==> src/include/brc_map.svh <==
`ifndef BRC_MAP_SVH
`define BRC_MAP_SVH
// ==========================================================
// csr byte offsets
`define BRC_OFF_BIT_SET 19'h7_FFFB
`define BRC_OFF_BIT_CLEAR 19'h7_FFF7
`define BRC_OFF_OWNER 19'h7_FFF3
`define BRC_OFF_RCW_BASE 19'h7_FF60
`define BRC_OFF_UBEG 19'h0_0053
`define BRC_OFF_UEND 19'h0_005F
// ==========================================================
// field positions
`define BRC_BIT_ENABLE 4
`define BRC_BIT_OWNED 2
`define BRC_BIT_DYN_READ 1
`define BRC_BIT_XAM 0
// ==========================================================
// codes and reset values
`define BRC_AM_XAM_LO 6'h20
`define BRC_AM_XAM_HI 6'h21
`define BRC_OWNER_FREE 8'h00
`define BRC_RCW_RESET 32'h0000_0000
`endif

==> src/include/brc_pkg.sv <==
`default_nettype none
package brc_pkg;
    typedef logic [31:0] brc_word_t;
    typedef logic [7:0] brc_byte_t;
    typedef logic [18:0] brc_addr_t;
    typedef logic [5:0] brc_am_t;
    typedef logic [23:0] brc_ptr_t;
endpackage : brc_pkg
`default_nettype wire

==> src/logic/brc_relocation_csr.sv <==
`include "brc_map.svh"
`default_nettype none
module brc_relocation_csr #(
    parameter int NUM_FUNC = 8,
    parameter logic [NUM_FUNC*32-1:0] DECODE_MASK = {NUM_FUNC{32'hFFFF_0000}},
    parameter logic [NUM_FUNC-1:0] XAM_AM_SEL = '0,
    parameter logic [NUM_FUNC-1:0] DYN_SIZE = '0,
    parameter logic [NUM_FUNC-1:0] FIXED_ADDR = '0,
    parameter logic SPECIAL_EN = 1'b0,
    parameter logic [5:0] SPECIAL_AM = 6'h00,
    parameter logic [23:0] USER_ROM_BEGIN = 24'h00_0000,
    parameter logic [23:0] USER_ROM_END = 24'h00_0000
) (
    // clock and reset
    input wire logic clk_sys,
    input wire logic reset_n,
    // configuration-space byte port
    input wire brc_pkg::brc_addr_t csr_addr,
    input wire brc_pkg::brc_byte_t csr_wdata,
    input wire logic csr_we,
    input wire logic csr_re,
    output logic [7:0] csr_rdata,
    output logic csr_ack,
    // bus cycle to decode
    input wire logic bus_strobe,
    input wire brc_pkg::brc_word_t bus_addr,
    input wire brc_pkg::brc_am_t bus_am,
    input wire logic bus_xam_valid,
    input wire brc_pkg::brc_byte_t bus_xam,
    // fixed switch settings
    input wire logic [NUM_FUNC*32-1:0] fixed_compare,
    // decode results
    output logic [NUM_FUNC-1:0] func_select,
    output logic decode_enable
);
    import brc_pkg::*;

    localparam int IW = (NUM_FUNC > 1) ? $clog2(NUM_FUNC) : 1;

    // ==========================================================
    // address decode
    brc_byte_t owner_id;
    logic owned;
    brc_addr_t rcw_off;
    logic rcw_hit;
    logic [IW-1:0] rcw_idx;
    logic [1:0] rcw_byte;
    logic wr_set;
    logic wr_clear;
    logic wr_owner;
    logic wr_rcw;
    brc_word_t cw [NUM_FUNC];
    logic dyn_read [NUM_FUNC];
    wire logic [NUM_FUNC-1:0] next_select;

    assign owned = (owner_id != `BRC_OWNER_FREE);
    assign rcw_off = csr_addr - `BRC_OFF_RCW_BASE;
    assign rcw_hit = (csr_addr >= `BRC_OFF_RCW_BASE) && (rcw_off < 19'(NUM_FUNC * 16)) && (rcw_off[1:0] == 2'b11);
    assign rcw_idx = rcw_off[IW+3:4];
    assign rcw_byte = rcw_off[3:2];
    assign wr_set = csr_we && (csr_addr == `BRC_OFF_BIT_SET);
    assign wr_clear = csr_we && (csr_addr == `BRC_OFF_BIT_CLEAR);
    assign wr_owner = csr_we && (csr_addr == `BRC_OFF_OWNER);
    assign wr_rcw = csr_we && rcw_hit;

    // ==========================================================
    // decoder enable
    always_ff @(posedge clk_sys)
    begin
        if (!reset_n)
            decode_enable <= 1'b0;
        else if (wr_set && csr_wdata[`BRC_BIT_ENABLE])
            decode_enable <= 1'b1;
        else if (wr_clear && csr_wdata[`BRC_BIT_ENABLE])
            decode_enable <= 1'b0;
    end

    // ==========================================================
    // ownership semaphore; set register bit 2 is ignored
    always_ff @(posedge clk_sys)
    begin
        if (!reset_n)
            owner_id <= `BRC_OWNER_FREE;
        else if (wr_clear && csr_wdata[`BRC_BIT_OWNED])
            owner_id <= `BRC_OWNER_FREE;
        else if (wr_owner && !owned)
            owner_id <= csr_wdata;
    end

    // ==========================================================
    // compare words and matching, one per function
    for (genvar i = 0; i < NUM_FUNC; i++)
    begin : g_func
        localparam brc_word_t MASK = DECODE_MASK[i*32 +: 32];
        logic hit_ext;
        logic hit_norm;
        logic sel;

        always_ff @(posedge clk_sys)
        begin
            if (!reset_n)
                cw[i] <= `BRC_RCW_RESET;
            else if (FIXED_ADDR[i])
                cw[i] <= fixed_compare[i*32 +: 32];
            else if (wr_rcw && rcw_idx == IW'(i) && MASK != '0)
            begin
                case (rcw_byte)
                    2'd0: cw[i][31:24] <= csr_wdata;
                    2'd1: cw[i][23:16] <= csr_wdata;
                    2'd2: cw[i][15:8] <= csr_wdata;
                    default: cw[i][7:0] <= csr_wdata;
                endcase
            end
        end

        always_ff @(posedge clk_sys)
        begin
            if (!reset_n)
                dyn_read[i] <= 1'b0;
            else if (wr_rcw && rcw_idx == IW'(i) && rcw_byte == 2'd3)
                dyn_read[i] <= DYN_SIZE[i] & csr_wdata[`BRC_BIT_DYN_READ];
        end

        // extended: compare 31:10, extended code in 9:2 on base code
        assign hit_ext = ((bus_addr[31:10] & MASK[31:10]) == (cw[i][31:10] & MASK[31:10]))
            && bus_xam_valid && (bus_xam == cw[i][9:2])
            && (bus_am == (XAM_AM_SEL[i] ? `BRC_AM_XAM_HI : `BRC_AM_XAM_LO));
        // ordinary: compare 31:8, code in 7:2
        assign hit_norm = ((bus_addr[31:8] & MASK[31:8]) == (cw[i][31:8] & MASK[31:8]))
            && !bus_xam_valid
            && ((bus_am == cw[i][7:2]) || (SPECIAL_EN && bus_am == SPECIAL_AM));
        assign sel = cw[i][`BRC_BIT_XAM] ? hit_ext : hit_norm;

        assign next_select[i] = bus_strobe && decode_enable && (MASK != '0) && sel;
    end

    // one register for all select bits, so the output has a single driver
    always_ff @(posedge clk_sys)
    begin
        if (!reset_n)
            func_select <= '0;
        else
            func_select <= next_select;
    end

    // ==========================================================
    // read path
    brc_byte_t next_rdata;
    brc_word_t rd_word;

    always_comb
    begin
        next_rdata = 8'h00;
        rd_word = 32'h0000_0000;
        if (csr_addr == `BRC_OFF_BIT_SET || csr_addr == `BRC_OFF_BIT_CLEAR)
        begin
            next_rdata[`BRC_BIT_ENABLE] = decode_enable;
            next_rdata[`BRC_BIT_OWNED] = owned;
        end
        else if (csr_addr == `BRC_OFF_OWNER)
            next_rdata = owner_id;
        else if (rcw_hit)
        begin
            for (int k = 0; k < NUM_FUNC; k++)
            begin
                if (rcw_idx == IW'(k))
                begin
                    rd_word = cw[k];
                    if (dyn_read[k] && cw[k][`BRC_BIT_XAM])
                        rd_word = {DECODE_MASK[k*32+10 +: 22], cw[k][9:0]};
                    else if (dyn_read[k])
                        rd_word = {DECODE_MASK[k*32+8 +: 24], cw[k][7:0]};
                end
            end
            case (rcw_byte)
                2'd0: next_rdata = rd_word[31:24];
                2'd1: next_rdata = rd_word[23:16];
                2'd2: next_rdata = rd_word[15:8];
                default: next_rdata = rd_word[7:0];
            endcase
        end
        else if (csr_addr == `BRC_OFF_UBEG)
            next_rdata = USER_ROM_BEGIN[23:16];
        else if (csr_addr == `BRC_OFF_UBEG + 19'h0_0004)
            next_rdata = USER_ROM_BEGIN[15:8];
        else if (csr_addr == `BRC_OFF_UBEG + 19'h0_0008)
            next_rdata = USER_ROM_BEGIN[7:0];
        else if (csr_addr == `BRC_OFF_UEND)
            next_rdata = USER_ROM_END[23:16];
        else if (csr_addr == `BRC_OFF_UEND + 19'h0_0004)
            next_rdata = USER_ROM_END[15:8];
        else if (csr_addr == `BRC_OFF_UEND + 19'h0_0008)
            next_rdata = USER_ROM_END[7:0];
    end

    always_ff @(posedge clk_sys)
    begin
        if (!reset_n)
            csr_rdata <= 8'h00;
        else if (csr_re)
            csr_rdata <= next_rdata;
    end

    always_ff @(posedge clk_sys)
    begin
        if (!reset_n)
            csr_ack <= 1'b0;
        else
            csr_ack <= csr_re || csr_we;
    end

    // ==========================================================
    // checks
    a_owner_sticky: assert property (@(posedge clk_sys) disable iff (!reset_n)
        (wr_owner && owned && !wr_clear) |=> (owner_id == $past(owner_id)))
        else $error("owner changed while held");
    a_clear_release: assert property (@(posedge clk_sys) disable iff (!reset_n)
        (wr_clear && csr_wdata[2]) |=> (owner_id == 8'h00) && !owned)
        else $error("clear did not release owner");
    a_set_ignored: assert property (@(posedge clk_sys) disable iff (!reset_n)
        (wr_set && csr_wdata[2]) |=> (owner_id == $past(owner_id)))
        else $error("set bit 2 changed owner");
    a_status_owned: assert property (@(posedge clk_sys) disable iff (!reset_n)
        (csr_re && csr_addr == `BRC_OFF_BIT_CLEAR) |=> (csr_rdata[2] == ($past(owner_id) != 8'h00)))
        else $error("owned status misreported");
    a_enable_set: assert property (@(posedge clk_sys) disable iff (!reset_n)
        (wr_set && csr_wdata[4]) |=> decode_enable ##0 csr_ack)
        else $error("enable not set");
    a_enable_clear: assert property (@(posedge clk_sys) disable iff (!reset_n)
        (wr_clear && csr_wdata[4]) |=> !decode_enable)
        else $error("enable not cleared");
    a_select_enable: assert property (@(posedge clk_sys) disable iff (!reset_n)
        !decode_enable |=> (func_select == '0))
        else $error("select while disabled");
    a_owner_reset: assert property (@(posedge clk_sys)
        !reset_n |=> (owner_id == 8'h00) && !decode_enable)
        else $error("reset did not clear state");
    c_acquire: cover property (@(posedge clk_sys) disable iff (!reset_n)
        (wr_owner && !owned) ##1 owned ##[1:20] (wr_clear && csr_wdata[2]));
    c_select: cover property (@(posedge clk_sys) disable iff (!reset_n) |func_select);
    c_dyn: cover property (@(posedge clk_sys) disable iff (!reset_n) wr_rcw && csr_wdata[1]);
endmodule : brc_relocation_csr
`default_nettype wire

==> config.mk <==
export PLATFORM = sky130hd
export DESIGN_NAME = brc_relocation_csr
export DESIGN_NICKNAME = d
export VERILOG_FILES = /design/src/include/brc_pkg.sv /design/src/logic/brc_relocation_csr.sv
export VERILOG_INCLUDE_DIRS = /design/src /design/src/include
export SDC_FILE = /design/constraint.sdc
export NUM_CORES = 1
export LEC_CHECK = 0
export ABC_CLOCK_PERIOD_IN_PS = 2800
export BUFFER_PORTS_ARGS = -buffer_cell sky130_fd_sc_hd__buf_2
export CAP_MARGIN = 15
export CORE_ASPECT_RATIO = 0.5
export CORE_MARGIN = 2
export CORE_UTILIZATION = 46
export DETAILED_ROUTE_END_ITERATION = 10
export PLACE_DENSITY = 0.65
export REMOVE_ABC_BUFFERS = 1
export SLEW_MARGIN = 25
export SYNTH_ARGS = -nofsm -noshare
export SYNTH_HDL_FRONTEND = slang
export SYNTH_SLANG_ARGS = --single-unit
==> constraint.sdc <==
create_clock -name clk_sys -period 2.8 [get_ports clk_sys]
set_clock_uncertainty 0.15 [all_clocks]
set_input_delay 0.28 -clock clk_sys [delete_from_list [all_inputs] [get_ports clk_sys]]
set_output_delay 0.28 -clock clk_sys [all_outputs]
set_load 0.01 [all_outputs]
==> tab_implementation.tex <==
\begin{tabular}{lr}
\hline
Metric & Value \\
\hline
\multicolumn{2}{l}{\textbf{Status}} \\
\quad Status & complete, no violations \\
\multicolumn{2}{l}{\textbf{Finish}} \\
\quad Area taken by flip-flops and latches & 0.00821 mm² \\
\quad P\&R area growth vs syn & 17.1\% \\
\quad Combined area of the multi-input logic cells & 0.00755 mm² \\
\quad Most frequent cells in the layout & and2\_1, edfxtp\_1, buf\_4, xor2\_1, xnor2\_1 \\
\quad Fill cell total of the finished layout & 3,052 \\
\quad Share of cells above drive strength 1 & 20.1\% \\
\quad Most common cell after layout, fill and taps aside & and2\_1 \\
\quad Layout net count & 2,008 \\
\quad Final Core Density & 55.1\% \\
\multicolumn{2}{l}{\textbf{Power}} \\
\quad Static leakage power & 0.00705 µW \\
\quad Internal power & between 7000 and 8000 µW \\
\quad PD cells & 542 mW/mm² \\
\quad Switching power total & 2810 µW \\
\quad Clk pwr share & 38.4\% \\
\quad Part of the power in registers & between 40 and 50\% \\
\quad Comb power frac & 13.7\% \\
\quad Largest vdd supply drop & 399 µV \\
\quad Switching power share of the total & 27.1\% \\
\multicolumn{2}{l}{\textbf{Logic synthesis}} \\
\quad Distinct cell type count of the synthesized netlist & 67 \\
\quad Part of the Yosys area used for sequential elements & roughly half \\
\quad Area of the mapped netlist & 0.0164 mm² \\
\quad Avg Synthesized Cell Area & between 10 and 15 µm² \\
\quad FF+latch count, synth & around 280 \\
\quad Proportion of register bits with asynchronous set or reset after synthesis & 0\% \\
\quad Leading area contributor after synthesis & edfxtp\_1 \\
\quad Portion of synthesized cell area occupied by the leading cell type & 47.0\% \\
\quad Post-Syn Instances & 1,499 \\
\quad Yosys warnings & 0 \\
\quad Most used flip-flop cell after synthesis & edfxtp\_1 \\
\quad Top area cells in the synthesized netlist & edfxtp\_1, and2\_1, xor2\_1 \\
\quad Count of flip-flops with a built-in enable after synthesis & about 260 \\
\multicolumn{2}{l}{\textbf{Setup path}} \\
\quad CP peak stage delay & 0.80 ns \\
\quad Arrival @ worst endpoint & between 3 and 4 ns \\
\quad Required time worst endpoint & 3.16 ns \\
\quad Category of the worst setup path capture point & flip-flop \\
\quad Cell breakdown of the critical path & xnor2\_1 -> nand4\_1 -> nor4\_1 -> nand4\_1 -> buf\_4 -> a2111oi\_1 -> buf\_4 \\
\quad Slowest-stage cell, CP & a2111oi\_1 \\
\quad Nature of the critical path startpoint & flip-flop \\
\quad Setup Crit Path Kind & flip-flop to flip-flop \\
\quad Crit-path max FO & 3 \\
\multicolumn{2}{l}{\textbf{Hold path}} \\
\quad Class of the tightest hold or removal check & primary input to flip-flop \\
\multicolumn{2}{l}{\textbf{Timing}} \\
\quad F\_max & about 380 MHz \\
\quad Final-report max-slew violation count & 0 \\
\quad Fraction of the cycle the final worst path needs & 95.1\% \\
\quad Relative slew margins & 26.2\% \\
\quad Accumulated negative setup slack & 0 ns \\
\quad Endpoints failing hold & 0 \\
\quad Final critical delay including setup and external delays & $\sim$2.7 ns \\
\quad Unrepaired setup endpoints after global routing & no \\
\quad Tightest Pin Transition & between 1 and 1.5 ns \\
\quad Final worst hold slack & $\sim$0.14 ns \\
\quad Number of endpoints failing setup at the final stage & 0 \\
\multicolumn{2}{l}{\textbf{Global route}} \\
\quad Via count of the first global-routing pass & roughly 13,000 \\
\quad Initial antenna violation count & 2 \\
\quad Maximum number of pins on one net before global-route repair & 44 \\
\quad Wire length of the first global-routing pass & a little under 90,000 µm \\
\quad Total routing usage reported by global routing & 32.5\% \\
\quad Grt ovf & 0 \\
\multicolumn{2}{l}{\textbf{Clocking}} \\
\quad Clk buf depth & 3 \\
\quad Root buffer cell & clkbuf\_16 \\
\quad Later-pin clock latency in the skew report & 0.59 ns \\
\quad Clock net sink count & $\sim$280 \\
\quad Postcts setup bufs & 0 \\
\quad TritonCTS clock tree & yes \\
\quad Reg clk slew, reported paths & $\sim$0.07 ns \\
\quad Num CTS Buffers & 27 \\
\quad Maximum level of the CTS H-tree & 1 \\
\multicolumn{2}{l}{\textbf{Routing}} \\
\quad Initial drt markers & $\sim$1,700 \\
\quad Total wire length & 60,700 µm \\
\quad Via count of the routed design & between 10,000 and 15,000 \\
\quad Post-detailed-route DRC marker count & 0 \\
\quad Number of detailed-routing iterations run before antenna repair & 5 \\
\quad Post-detailed-route count of antenna-violating nets & 0 \\
\quad Average wire per cell in the routed design & $\sim$28 µm \\
\quad Ratio of routed vias to standard cells & 6.08 \\
\multicolumn{2}{l}{\textbf{Floorplan}} \\
\quad Row Count & between 40 and 50 \\
\quad Placeable Area & around 0.035 mm² \\
\quad Die height & 137 µm \\
\quad I/O pin cnt & 353 \\
\quad DIE AREA & roughly 0.037 mm² \\
\quad Width of the chip & 271 µm \\
\quad Initial cell density of the core & between 40\% and 50\% \\
\multicolumn{2}{l}{\textbf{Placed design}} \\
\quad PortBufs & 80 \\
\quad Global placement routability congestion & 0.985 \\
\quad HPWL Detailed & 43,800 µm \\
\multicolumn{2}{l}{\textbf{Flow run}} \\
\quad Reported max-cap violation count & 0 \\
\hline
\end{tabular}
cell type report:
type	count	area share, %
diodes	1	0.0131
clock buffers	36	3.86
clock inverters	14	1.04
inverters	8	0.157
multi-input cells	1090	39.4
flip-flops and latches	282	42.8
well taps	475	3.10
repair buffers	263	9.65
final timing paths:
kind	from	endpoint	slack, ns	cells past startpoint
hold reg to reg	owner_id[4]	owner_id[4]	0.36	2
hold / removal	reset_n	csr_rdata[2]	0.14	4
setup reg to reg	cw[1][7]	func_select[4]	0.14	7
setup / recovery	cw[1][7]	func_select[4]	0.14	7
power groups by stage:
stage	clock [µW]	combinational, µW	sequential (µW)
after global placement	0	1360	5050
after detailed placement	0	1370	5060
after CTS	4000	1380	4970
after floorplan	0	642	4980
final	3980	1420	4980
after global routing	4140	1490	4990
flip-flops by register name (all words and copies together), names as in the netlist:
name and flops:
cw 256, csr_rdata 8, func_select 8, owner_id 8, csr_ack 1, decode_enable 1
cell families (layout without fill, tap and decap cells):
family	Yosys count	in the layout	synth area share [%]
simple gates	528	528	18.5
flops	282	282	50.2
compound gates	269	269	11.0
xor+xnor	240	240	12.8
buf+inv	127	321	3.79
mux	52	52	3.63
fa+ha+maj	1	1	0.0764
other cells	0	1	0
timing repair:
item / CTS / global route
hold buffers: 3 / 0
hold endpoints to repair: 7 / 0
resized for setup: 1 / 0
endpoints found under the setup margin: 1 / 0
synth_stat cells (8+ instances only):
cell         n
edfxtp_1   256
o221ai_1     8
a22oi_1     11
buf_2       22
a211oi_1     8
xor2_1     144
nand4_1     36
dfxtp_1     26
a31oi_1      8
a2111oi_0    9
mux2i_1     29
clkbuf_1    72
o211ai_1    20
and2_1     258
a21oi_1     48
nor4_1      24
o2bb2ai_1   12
nand3_1     26
xnor2_1     96
nor2_1      69
and3_1      12
mux2_2      18
a21o_1      11
nand2_1     43
a221oi_1     9
o21ai_0     76
or4_1       10
buf_6       12
nor3_1      21
worst max-delay path, delay by kind of cell, from the launching register on:
| family | cells | cell delay, ns |
|---|---|---|
| xor gates and xnor gates | 1 | 0.21 |
| buffers and inverters | 2 | 0.44 |
| AOI/OAI and AO/OA | 1 | 0.80 |
| and+or+nand+nor | 3 | 0.54 |
| DFF | 1 | 0.46 |
metrics by stage:
stage               total power [µW]  instances  worst slack (ns)  cell area (µm²)
floorplan                       5620       1380            -0.357            15800
global placement                6410       2115            -0.294            18200
detailed placement              6430       2115           -0.0527            18200
CTS                            10400       2168             0.103            19200
global route                   10600       2168            0.0140            19200
finish                         10400       2169             0.136            19200
routing by layer:
layer	track usage [%]	vias up	part of all wire [%]
li1	-	5767	-
met1	47.8	6542	44
met2	48.4	772	42
met3	7.11	104	11
met4	8.38	0	2.5
met5	0	-	0
Note: power is estimated with default switching activity, not from simulation.
